`config.mk`:
```
export PLATFORM = sky130hd
export DESIGN_NAME = sdw_core
export DESIGN_NICKNAME = d
export VERILOG_FILES = /design/src/rtl/sdw_pkg.sv /design/src/rtl/sdw_core.sv
export SDC_FILE = /design/constraint.sdc
export NUM_CORES = 1
export LEC_CHECK = 0
export BUFFER_PORTS_ARGS = -buffer_cell sky130_fd_sc_hd__buf_2
export CAP_MARGIN = 40
export CORE_MARGIN = 3
export CORE_UTILIZATION = 60
export CTS_CLUSTER_SIZE = 25
export DETAILED_ROUTE_END_ITERATION = 12
export PLACE_DENSITY_LB_ADDON = 0.25
export SYNTH_ARGS = -nofsm -noshare
export SYNTH_HDL_FRONTEND = slang
export SYNTH_SLANG_ARGS = --single-unit
```
`constraint.sdc`:
```
create_clock -name core_clk -period 3.3 [get_ports core_clk]
set_input_delay 0.495 -clock core_clk [delete_from_list [all_inputs] [get_ports core_clk]]
set_output_delay 0.495 -clock core_clk [all_outputs]
set_load 0.005 [all_outputs]
```
`src/rtl/sdw_pkg.sv`:
```
// Constants for the write-tail, precharge and self refresh sequencer.
// Assumes a single 100 MHz clock domain and synchronous pin inputs.
package sdw_pkg;

	// ****************************************************************
	// Command encodings {cs_n, ras_n, cas_n, we_n}
	// ****************************************************************
	localparam logic [3:0] CMD_NOP   = 4'h7;
	localparam logic [3:0] CMD_ACT   = 4'h3;
	localparam logic [3:0] CMD_RD    = 4'h5;
	localparam logic [3:0] CMD_WR    = 4'h4;
	localparam logic [3:0] CMD_PRE   = 4'h2;
	localparam logic [3:0] CMD_REF   = 4'h1;
	localparam logic [3:0] CMD_ZQ    = 4'h6;

	// ****************************************************************
	// Fields and register layout
	// ****************************************************************
	localparam logic [1:0] BL_FIXED8 = 2'h0;
	localparam logic [1:0] BL_OTF    = 2'h1;
	localparam logic [1:0] BL_FIXED4 = 2'h2;
	localparam int         ADDR_AP   = 10;
	localparam int         ADDR_BL   = 12;

	localparam logic [3:0] REG_CFG    = 4'h0;
	localparam logic [3:0] REG_STATUS = 4'h1;
	localparam logic [3:0] REG_BANKS  = 4'h2;
	localparam logic [3:0] REG_REFCNT = 4'h3;

	localparam logic [15:0] CFG_RESET = 16'h0005;

	// ****************************************************************
	// Timing
	// ****************************************************************
	localparam int CLK_PERIOD_PS  = 10000;
	localparam int TREF_SR_PS     = 5000000;
	localparam int TREF_SR_CYC    = TREF_SR_PS / CLK_PERIOD_PS;
	localparam int BURST8_BEATS   = 4;
	localparam int BURST4_BEATS   = 2;

	typedef enum logic [1:0] {
		SDW_IDLE = 2'b00,
		SDW_SR   = 2'b01,
		SDW_XS   = 2'b11
	} sdw_state_e;

endpackage : sdw_pkg

```
`src/rtl/sdw_core.sv`:
```
// Device-side sequencer: write burst tail, precharge decode, self refresh.
// Assumes the controller's command pins are synchronous to core_clk.
`timescale 1ns/1ps
`default_nettype none

module sdw_core #(
	parameter int TXS_CYC    = 27,
	parameter int TXSDLL_CYC = 512,
	parameter int TREF_CYC   = sdw_pkg::TREF_SR_CYC
) (
	// Clock and reset
	input  wire logic        core_clk,
	input  wire logic        rst,
	// Memory command pins
	input  wire logic        cke,
	input  wire logic        cs_n,
	input  wire logic        ras_n,
	input  wire logic        cas_n,
	input  wire logic        we_n,
	input  wire logic [2:0]  bank_addr,
	input  wire logic [15:0] addr,
	// Write data path
	input  wire logic [7:0]  wr_data,
	output logic [7:0]       wr_data_out,
	output logic             wr_data_valid,
	output logic             wr_burst_last,
	// Device state
	output logic             dll_enable,
	output logic             dll_reset,
	output logic             self_refresh,
	output logic             refresh_pulse,
	output logic             exit_busy,
	output logic [7:0]       bank_open,
	// Register port
	input  wire logic [3:0]  reg_addr,
	input  wire logic [15:0] reg_wdata,
	input  wire logic        reg_wr,
	input  wire logic        reg_rd,
	output logic [15:0]      reg_rdata
);

	// ****************************************************************
	// Command decode
	// ****************************************************************
	logic [15:0] cfg;
	sdw_pkg::sdw_state_e state;
	sdw_pkg::sdw_state_e next_state;
	wire  [3:0]  cmd      = {cs_n, ras_n, cas_n, we_n};
	wire         in_sr    = (state == sdw_pkg::SDW_SR);
	// Pins other than CKE are masked while in self refresh
	wire         live     = cke && !in_sr;
	wire         is_wr    = live && cmd == sdw_pkg::CMD_WR;
	wire         is_act   = live && cmd == sdw_pkg::CMD_ACT;
	wire         is_pre   = live && cmd == sdw_pkg::CMD_PRE;
	// Re-entry is legal once the tXS part of the exit window is over
	wire         sr_ready = (state == sdw_pkg::SDW_IDLE)
		|| (state == sdw_pkg::SDW_XS && !exit_busy);
	wire         sr_entry = sr_ready && !cke
		&& cmd == sdw_pkg::CMD_REF;
	wire  [1:0]  bl_mode  = cfg[1:0];
	wire  [4:0]  wlat     = {2'h0, cfg[4:2]} + {1'b0, cfg[8:5]};
	// Chop-4 when fixed, or on the fly with A12 low
	wire         chop4    = (bl_mode == sdw_pkg::BL_FIXED4)
		|| (bl_mode == sdw_pkg::BL_OTF
		&& !addr[sdw_pkg::ADDR_BL]);
	wire  [2:0]  beats    = chop4 ? 3'(sdw_pkg::BURST4_BEATS)
		: 3'(sdw_pkg::BURST8_BEATS);

	// ****************************************************************
	// Bank state
	// ****************************************************************
	logic [7:0] next_bank_open;
	wire  [7:0] pre_mask = addr[sdw_pkg::ADDR_AP] ? 8'hff
		: 8'(8'h01 << bank_addr);
	wire  [7:0] act_mask = 8'(8'h01 << bank_addr);
	always_comb begin
		next_bank_open = bank_open;
		if (is_pre)
			next_bank_open = bank_open & ~pre_mask;
		if (is_act)
			next_bank_open = bank_open | act_mask;
	end
	always_ff @(posedge core_clk) begin
		if (rst)
			bank_open <= 8'h00;
		else
			bank_open <= next_bank_open;
	end

	// ****************************************************************
	// Write burst: latency then beats, one capture per clock
	// ****************************************************************
	// Strobe edges are modelled as clock cycles; DDR halves are wr_data
	logic [4:0] wl_cnt;
	logic       wl_run;
	logic [2:0] beat_left;
	logic [2:0] pend_beats;
	always_ff @(posedge core_clk) begin
		if (rst) begin
			wl_cnt     <= 5'h0;
			wl_run     <= 1'b0;
			pend_beats <= 3'h0;
		end else if (is_wr) begin
			wl_cnt     <= wlat;
			wl_run     <= 1'b1;
			pend_beats <= beats;
		end else if (wl_run) begin
			wl_cnt <= wl_cnt - 5'h1;
			if (wl_cnt <= 5'h1)
				wl_run <= 1'b0;
		end
	end
	wire data_start = wl_run && wl_cnt <= 5'h1;
	always_ff @(posedge core_clk) begin
		if (rst) begin
			beat_left     <= 3'h0;
			wr_data_valid <= 1'b0;
			wr_burst_last <= 1'b0;
			wr_data_out   <= 8'h00;
		end else begin
			wr_data_valid <= data_start || beat_left > 3'h1;
			wr_burst_last <= (data_start && pend_beats == 3'h1)
				|| (!data_start && beat_left == 3'h2);
			wr_data_out   <= wr_data;
			if (data_start)
				beat_left <= pend_beats;
			else if (beat_left != 3'h0)
				beat_left <= beat_left - 3'h1;
		end
	end

	// ****************************************************************
	// Self refresh state machine
	// ****************************************************************
	logic [15:0] xs_cnt;
	logic [23:0] ref_cnt;
	logic [15:0] ref_total;
	wire         exit_edge = in_sr && cke;
	always_comb begin
		next_state = state;
		case (state)
			sdw_pkg::SDW_IDLE: if (sr_entry) next_state = sdw_pkg::SDW_SR;
			sdw_pkg::SDW_SR:   if (cke) next_state = sdw_pkg::SDW_XS;
			sdw_pkg::SDW_XS:
				if (sr_entry) next_state = sdw_pkg::SDW_SR;
				else if (xs_cnt == 16'h0) next_state = sdw_pkg::SDW_IDLE;
			default:           next_state = sdw_pkg::SDW_IDLE;
		endcase
	end
	always_ff @(posedge core_clk) begin
		if (rst)
			state <= sdw_pkg::SDW_IDLE;
		else
			state <= next_state;
	end
	// Exit window covers the longer DLL relock interval
	always_ff @(posedge core_clk) begin
		if (rst)
			xs_cnt <= 16'h0;
		else if (exit_edge)
			xs_cnt <= 16'(TXSDLL_CYC - 1);
		else if (xs_cnt != 16'h0)
			xs_cnt <= xs_cnt - 16'h1;
	end
	always_ff @(posedge core_clk) begin
		if (rst) begin
			dll_enable <= 1'b1;
			dll_reset  <= 1'b0;
		end else begin
			dll_reset <= exit_edge;
			if (sr_entry)
				dll_enable <= 1'b0;
			else if (exit_edge)
				dll_enable <= 1'b1;
		end
	end
	// Internal refresh fires on entry, then every TREF_CYC
	always_ff @(posedge core_clk) begin
		if (rst) begin
			ref_cnt       <= 24'h0;
			refresh_pulse <= 1'b0;
			ref_total     <= 16'h0;
		end else begin
			refresh_pulse <= 1'b0;
			if (sr_entry) begin
				ref_cnt       <= 24'(TREF_CYC - 1);
				refresh_pulse <= 1'b1;
				ref_total     <= ref_total + 16'h1;
			end else if (in_sr && !cke) begin
				if (ref_cnt == 24'h0) begin
					ref_cnt       <= 24'(TREF_CYC - 1);
					refresh_pulse <= 1'b1;
					ref_total     <= ref_total + 16'h1;
				end else
					ref_cnt <= ref_cnt - 24'h1;
			end
		end
	end
	assign self_refresh = in_sr;
	assign exit_busy    = (state == sdw_pkg::SDW_XS)
		&& xs_cnt >= 16'(TXSDLL_CYC - TXS_CYC);

	// ****************************************************************
	// Register port
	// ****************************************************************
	wire         cfg_hit = reg_wr && reg_addr == sdw_pkg::REG_CFG;
	wire  [15:0] status  = {11'h0, chop4, dll_enable, exit_busy, state};
	logic [15:0] next_rdata;
	always_comb begin
		case (reg_addr)
			sdw_pkg::REG_CFG:    next_rdata = cfg;
			sdw_pkg::REG_STATUS: next_rdata = status;
			sdw_pkg::REG_BANKS:  next_rdata = {8'h00, bank_open};
			sdw_pkg::REG_REFCNT: next_rdata = ref_total;
			default:             next_rdata = 16'h0000;
		endcase
	end
	always_ff @(posedge core_clk) begin
		if (rst) begin
			cfg       <= sdw_pkg::CFG_RESET;
			reg_rdata <= 16'h0000;
		end else begin
			if (cfg_hit)
				cfg <= reg_wdata;
			reg_rdata <= reg_rd ? next_rdata : 16'h0000;
		end
	end

endmodule : sdw_core

`default_nettype wire

```
## Word-level counts from Yosys, hierarchy flattened

Index checks and enable logic that the tools add are counted.

| word-level totals | value |
|---|---|
| flip-flop bits (word level) | 123 |
| latch bits | 0 |
| RAM bits | 0 |
| memory bits (read-only) | 0 |
| output and inout bits | 39 |
| logic and storage cells | 121 |
| memories kept | 0 |

| operators by class | value |
|---|---|
| $add $sub $neg | 6 |
| multiply operators | 0 |
| divide/modulo/power cells | 0 |
| $lt $le $gt $ge | 3 |
| eq/ne operators | 16 |
| shift operators | 1 |
| multiplexer cells | 30 |
| bitwise gates (word level) | 4 |
| reductions and logical operators | 42 |

Operators with widths:

| kind | count |
|---|---|
| $pmux 16 s4 | 1 |
| $mux 16 | 3 |
| $mux 9 | 4 |
| $logic_not 24->1 | 1 |
| $mux 24 | 1 |
| $mux 8 | 3 |
| $sub 24x1->24 const B | 1 |
| $add 16x1->16 const B | 1 |
| $eq 4x2->1 const B | 4 |
| $ge 16x9->1 const B | 1 |
| $logic_not 16->1 | 1 |
| $reduce_bool 16->1 | 1 |
| $sub 16x1->16 const B | 1 |
| $logic_and 1x1->1 | 15 |
| $reduce_bool 2->1 | 7 |
| $mux 5 | 2 |
| $mux 3 | 3 |
| $and 8x8->8 | 1 |
| $eq 4x1->1 const B | 2 |
| $mux 1 | 8 |
| $mux 2 | 4 |
| $not 8->8 | 1 |
| $or 8x8->8 | 1 |
| $shl 1x3->8 const A | 1 |
| other kinds (22) | 34 |

## Logic depth before layout (Yosys ltp)

Gate-level depths: netlist of run 1.

| logic depth | value |
|---|---|
| depth in word-level cells | 9 |
| depth in mapped cells | 10 |
| gate-level depth less buffers | 8 |

## Least setup slack after synthesis of run 1

No wires, ideal clock.

| path | value |
|---|---|
| kind | input to register |
| start point | input port cke |
| end point | register ref_total[13] |
| setup time | 0.071 ns |
| arrival | 2.226 ns |
| data required time | 3.229 ns |
| path slack | 1.004 ns |
| stages on the path | 7 |
| path through | or3b_1 nor4b_2 o211ai_2 and3_4 buf_6 or4_1 a21oi_1 |

| on the way | value |
|---|---|
| longest elaborated chain between the ends | 5 |

RTL lines:

| what | RTL line | RTL |
|---|---|---|
| start, declared | sdw_core.sv:15 | `input wire logic cke,` |
| $logic_not 1->1 (*) | sdw_core.sv:58, sdw_core.sv:189 |  |
| $logic_and 1x1->1 | sdw_core.sv:58 | `wire sr_entry = sr_ready && !cke` |
| $logic_and 1x1->1 | sdw_core.sv:59 | `&& cmd == sdw_pkg::CMD_REF;` |
| $reduce_bool 2->1 (no line) | -- |  |
| $reduce_and 2->1 (no line) | -- |  |
| end signal, assigned | sdw_core.sv:188 | `ref_total <= ref_total + 16'h1;` |
| end signal, assigned | sdw_core.sv:193 | `ref_total <= ref_total + 16'h1;` |
| end, declared | sdw_core.sv:137 | `logic [15:0] ref_total;` |

Mark *: on every way between the ends. The rest lies on a longest branch, timed or not.
A chain may end at the register's enable or synchronous reset.

## Final worst setup path of run 1

| path | value |
|---|---|
| start point | register xs_cnt[1] |
| end point | output port exit_busy |

| on the way | value |
|---|---|
| longest elaborated chain between the ends | 2 |

RTL lines:

| what | RTL line | RTL |
|---|---|---|
| start, declared | sdw_core.sv:135 | `logic [15:0] xs_cnt;` |
| start signal, assigned | sdw_core.sv:161 | `xs_cnt <= 16'(TXSDLL_CYC - 1);` |
| start signal, assigned | sdw_core.sv:163 | `xs_cnt <= xs_cnt - 16'h1;` |
| $ge 16x9->1 | sdw_core.sv:201 | `&& xs_cnt >= 16'(TXSDLL_CYC - TXS_CYC);` |
| $logic_and 1x1->1 | sdw_core.sv:201 |  |
| end, declared | sdw_core.sv:32 | `output logic exit_busy,` |

Every way passes these cells.

==> results of run 1 <==
==> flip-flops by register name, indices dropped and copies added (netlist names), 2 cells and up <==
register,count
ref_total,16
state,2
bank_open,8
ref_cnt,24
wl_cnt,5
beat_left,3
xs_cnt,16
cfg,16
pend_beats,2
reg_rdata,16
wr_data_out,8
==> cell usage after synthesis, types with 14 or more instances <==
cell type,n,share of area
xnor2_1,35,0.056
nor3_1,14,0.013
clkbuf_1,22,0.015
nand2_1,55,0.038
dfxtp_1,122,0.45
a22oi_1,18,0.025
a211oi_1,15,0.021
a21oi_1,61,0.056
inv_1,17,0.012
nand3_1,14,0.013
nor2b_1,17,0.019
nor2_1,77,0.053
==> through the flow <==
step	setup WS [ps]	hold slack [ps]	utilization
after floorplan	1000	437	-
after global placement	770	445	0.674
after detailed placement	674	452	0.674
after CTS	572	178	0.745
after global routing	362	189	0.745
final	569	189	0.745
==> critical path: stages (launching register included) <==
cell and delay (ps):
dfxtp_1 340, inv_1 80, ha_1 180, nand2b_1 140
a211oi_1 440, o21ai_0 190, and2_1 220, buf_2 150
==> cell families after synthesis <==
| logic type | Yosys count |
|---|---|
| muxes | 3 |
| adders and majority gates | 14 |
| xor gates and xnor gates | 48 |
| DFF | 122 |
| and+or+nand+nor | 252 |
| buffers and inverters | 44 |
| AOI/OAI and AO/OA | 143 |
==> power by group through the flow <==
stage                     clock network (µW)  logic (µW)  registers [µW]
after CTS                               1940        1280            1870
after detailed placement                   0        1260            1900
after global routing                    2010        1430            1900
after global placement                     0        1210            1880
after floorplan                            0        1020            1860
final                                   1930        1280            1880
==> area by class of cell <==
cell class | instances | area, µm²
fill | 657 | 2250
sequential | 122 | 2440
multi-input combinational | 460 | 2870
tap | 108 | 135
timing repair buffer | 84 | 430
clock buffer | 18 | 428
clock inverter | 14 | 195
inverter | 17 | 63.8
==> layout by cell type (no fill, tap or decap), types with 8 or more instances in the layout <==
cell / netlist / final
o21ai_0: 11 / 11
ha_1: 13 / 13
nor2b_1: 17 / 17
nor4_1: 11 / 10
a31oi_1: 13 / 13
xnor2_1: 35 / 35
xor2_1: 13 / 13
a22oi_1: 18 / 18
a211oi_1: 15 / 15
buf_2: 3 / 80
dfxtp_1: 122 / 122
nand3_1: 14 / 14
or4_1: 8 / 8
a21oi_1: 61 / 61
nand2_1: 55 / 55
nand2b_1: 8 / 8
or3_1: 9 / 9
inv_1: 17 / 17
nor3_1: 14 / 14
nor2_1: 77 / 77
clkbuf_16: 0 / 16
==> how the worst max path moves through the flow <==
stage,startpoint,cells past startpoint,endpoint
2_1_floorplan,cke,7,ref_total[13]$_SDFFE_PP0P_
3_3_place_gp,cke,7,ref_total[13]$_SDFFE_PP0P_
3_5_place_dp,cke,7,ref_total[10]$_SDFFE_PP0P_
4_1_cts,xs_cnt[1]$_SDFFE_PP0P_,7,exit_busy
5_1_grt,xs_cnt[1]$_SDFFE_PP0P_,7,exit_busy
6_report,xs_cnt[1]$_SDFFE_PP0P_,7,exit_busy
==> per-layer routing <==
layer	part of all wire	global-route usage	wire (µm)
met1	0.43	0.324	5550
met2	0.50	0.433	6470
met3	0.059	0.0613	770
met4	0.021	0.105	272
met5	0	0	0
==> impl_metrics.toml, run 1 <==
[cells_and_area]
diodes = 0
finalInstanceArea_um2 = 6560
fin_cells = 823
nNetsFinal = 772
drive_above_1_share = 0.183
synthToLayoutAreaGrowth_pct = 19.8

[route]
vias_per_cell = 5.86
drc = 0
dr.pass1.iters = 5
ant_nets = 0
totalWireLength_um = 13100
wl_per_cell_um = 15.9
drt_first_iter_violations = 216
via_count = 4825

[pwr]
max-vdd-ir-drop_mv = 0.649
powerDensity_nw_per_um2 = 774
comb_power_share = 0.251
leakage_uw = 0.00254
p_int_uw = 3480
seqPwrFrac = 0.369
clockPowerShare = 0.380
p_total_uw = 5080
netSwitchingFraction = 0.315
p_switching_uw = 1600

[grt]
grt_max_degree = 42
grt_pass1_vias = 4517
grt_first_pass_wirelength_um = 21400
antenna_found_initial = 0
gr-total-overflow = 0
grt_usage = 0.260

[die]
num_rows = 34
core_area_um2 = 8810
die_x_um = 102
dieArea_um2 = 10300
fp.dieH_um = 102
ios = 95
start_util = 0.622

[timing]
max_freq_mhz = 366
finalSetupViolCount = 0
skew_ps = 8.64
period_share = 0.827
relSlewSlack = 0.455
min_period_ps = 2730
finalHoldViolations = 0
tightestPinTransition_ps = 816
finalSetupTns_ps = 0
rsz0062_at_grt = "false"
finalMaxSlewViolations = 0

[clock_tree]
post_cts_buffers = 0
cts_tree = "done"
numCtsBuffers = 17
clockBufferDepth = 2
cts_resized = 0
cts_hold_buf = 0
cts.sinks = 122
cts_max_level = 4
cts-root-buf = "clkbuf_8"
clock_latency_ps = 510
clk_pin_slew_worst_paths_ps = 60

[yosys]
synth_ff_type = "dfxtp_1"
synth-edff-count = 0
synth_top_family_by_area = "simple AND/OR/NAND/NOR gates"
syn_nets = 696
yosys_warnings = 0
synthMuxAreaShare = 0.00548
synthArstFlopShare = 0
synth_area_per_cell_um2 = 8.75
synth.distinct_cells = 59
synth-simple-area-share = 0.243
synth_xor_area_frac = 0.0767
synth_compound_area_frac = 0.163
synth_adder_area_share = 0.0333
syn_area_um2 = 5480
ys_ff_latch = 122
seq_area_frac_synth = 0.446
netlist_instances = 626

[hold_path]
hold_path_end = "wr_data_out[0]$_SDFF_PP0_"
min-delay-start = "wr_data[0]"
whs_path_depth = 2
hp-class = "primary input to flop"

[place]
dp_cells = 791
globalplace.congestion = 0.860
dp_hpwl_um = 8750
io_buffers = 80
place_area_um2 = 5940

[setup_path]
setup.worst_path.class = "flop to primary output"
critPathRequiredTime_ps = 2800
r2r_cells = 6
r2r_start = "state[0]$_SDFFE_PP0P_"
worst_ep_arrival_time_ps = 2240
r2r-end = "ref_total[10]$_SDFFE_PP0P_"
crit_fanout = 3
reg2reg_slack_ps = 860
cp-end-kind = "primary output"
cp-start-kind = "flop"

[job]
maxCapViolCount = 0

[run_status]
status = "finished, final reports clean"
(Power assumes the default switching activity.)
==> inputs of run 2 (changes only) <==
ABC_AREA = 1   (was unset)
CORE_UTILIZATION = 57   (was 60)
clock period = 2.8 ns   (was 3.3 ns; I/O delays follow)
==> run 2 against run 1 <==
  * Count of clock-buffer cells in the layout grew 1
  * Die area grew 18%
  * Critical path type unchanged
  * Sequential cell count is the same
  * Hold slack lost 86 ps
  * Largest cell class unchanged
  * Area after synthesis grew 13%
  * Via count grew 18%
==> impl_metrics.toml, run 2 <==
[yosys]
syn_nets = 941
seq_area_frac_synth = 0.394
synth_top_area_frac = 0.394
synth_area_per_cell_um2 = 7.12
synth_common_cells = "nand2_1, dfxtp_1, nor2_1"
synth_top_cell_by_area = "dfxtp_1"
synthArstFlopShare = 0
ys_ff_latch = 122
netlist_instances = 871
synth-edff-count = 0
syn_area_um2 = 6200
synth.distinct_cells = 45
synthTopCellsByArea = "dfxtp_1, nand2_1, nor2_1, inv_1, a21oi_1"
synth_ff_type = "dfxtp_1"
synth.most_common_cell = "nand2_1"
yosys_warnings = 0

[setup_path]
path_cells = "inv_1 > ha_1 > inv_1 > nand2_1 > nand3_1 > nand2_1 > a21oi_1 > buf_2"
cp_num_buf_inv = 3
cp_slowest_stage_delay_ps = 410
cp-end-kind = "primary output"
critPathRequiredTime_ps = 2380
slowest_stage = "dfxtp_1"
critical_path.top_delay_family = "buffers and inverters"
cp-start-kind = "flop"
worst_ep_arrival_time_ps = 2060
setup.worst_path.class = "flop to primary output"
crit_fanout = 6

[cells_and_area]
final_common_cell = "nand2_1"
seqCellArea_um2 = 2440
final_util = 0.698
diodes = 0
largest_reg_flops = 24
drive_above_1_share = 0.178
final_cell_mix = "nand2_1, dfxtp_1, nor2_1, inv_1, buf_2"
finalInstanceArea_um2 = 7300
largest_register = "ref_cnt"
fillers = 943
nNetsFinal = 1024
multi_input_area_um2 = 3190
synthToLayoutAreaGrowth_pct = 17.8

[place]
io_buffers = 80
dp_slack_ps = 585
globalplace.congestion = 0.926
place_area_um2 = 6690
dp_hpwl_um = 10400

[timing]
fin_ws_ps = 324
skew_ps = 10.5
finalSetupTns_ps = 0
rsz0062_at_grt = "false"
timing.hold.ws_ps = 102
tightestPinTransition_ps = 648
finalHoldViolations = 0
finalMaxSlewViolations = 0
min_period_ps = 2480
max_freq_mhz = 404
finalSetupViolCount = 0
relSlewSlack = 0.568
period_share = 0.884

[die]
num_rows = 37
start_util = 0.592
die_x_um = 110
fp.dieH_um = 110
dieArea_um2 = 12200
core_area_um2 = 10500
ios = 95

[clock_tree]
numCtsBuffers = 17
post_cts_buffers = 0
clockBufferDepth = 2
cts_max_level = 4
cts.sinks = 122
cts_resized = 0
cts_hold_buf = 0
clk_pin_slew_worst_paths_ps = 60
clock_latency_ps = 520
cts-root-buf = "clkbuf_8"
cts_tree = "done"

[hold_path]
hp-class = "primary input to flop"

[pwr]
powerDensity_nw_per_um2 = 940
max-vdd-ir-drop_mv = 0.523
leakage_uw = 0.00333

[grt]
grt_usage = 0.255
antenna_found_initial = 0
grt_max_degree = 52
gr-total-overflow = 0
grt_first_pass_wirelength_um = 24700
grt_pass1_vias = 5468

[route]
wl_per_cell_um = 13.2
ant_nets = 0
drt_first_iter_violations = 309
totalWireLength_um = 14600
drc = 0
dr.pass1.iters = 5
vias_per_cell = 5.17
via_count = 5706

[job]
maxCapViolCount = 0

[run_status]
status = "finished, final reports clean"
run 2: cell types whose count changed after synthesis, moves of 11 or more:
cell      previous run  this run
nor2b_1             17         0
nand3_1             14        45
nand2_2              0        13
o21ai_0             11        35
nor4_1              11         0
nor3_1              14        32
inv_1               17       110
xor2_1              13        24
nor2_1              77       121
clkbuf_1            22        10
nand2_1             55       181
xnor2_1             35        10
a22oi_1             18         0
run 2: tightest hold or removal path: cells and delay by family:
family | cells | cell delay [ps]
buf+inv | 2 | 100
simple gates | 1 | 60
run 2: power by group:
part / total [µW] / switching [µW] / internal [µW]
registers: 2220 / 237 / 1990
clock network: 2230 / 820 / 1410
logic: 2410 / 1550 / 857
total: 6860 / 2610 / 4250
run 2: layer usage:
layer	track usage	vias to the layer above	wire [µm]
li1	-	2961	-
met1	0.309	2616	6540
met2	0.452	109	7240
met3	0.0524	20	559
met4	0.0827	0	218
met5	0	-	0
run 2: final cells by class:
type / instances / area share
multi-input combinational: 610 / 0.437
sequential: 122 / 0.335
timing repair buffer: 86 / 0.0610
clock buffer: 19 / 0.0605
inverter: 117 / 0.0603
tap: 136 / 0.0233
clock inverter: 13 / 0.0230
run 2: kinds of logic (layout without fill, tap and decap cells):
kind of cell | count (synthesis) | count (layout) | synth area share
fa+ha+maj | 14 | 14 | 0.0295
xor+xnor | 34 | 34 | 0.0481
flops | 122 | 122 | 0.394
simple gates | 428 | 428 | 0.311
buf+inv | 139 | 235 | 0.0907
compound gates | 134 | 134 | 0.126
run 2: stage by stage:
stage	instances	total power [µW]
2_1_floorplan	871	4160
3_3_place_gp	1071	4580
3_5_place_dp	1071	4630
4_1_cts	1103	6880
5_1_grt	1103	7350
6_report	1103	6860
run 2: path summary, 6_finish.rpt:
check                              start                         to  slack (ps)  cells past startpoint
hold / removal                wr_data[5]  wr_data_out[5]$_SDFF_PP0_         100                      3
setup / recovery  xs_cnt[0]$_SDFFE_PP0P_                  exit_busy         320                      8
hold reg to reg      cfg[9]$_SDFFE_PP0P_        cfg[9]$_SDFFE_PP0P_         460                      2
setup reg to reg  xs_cnt[0]$_SDFFE_PP0P_   ref_cnt[16]$_SDFFE_PP0P_         510                     13
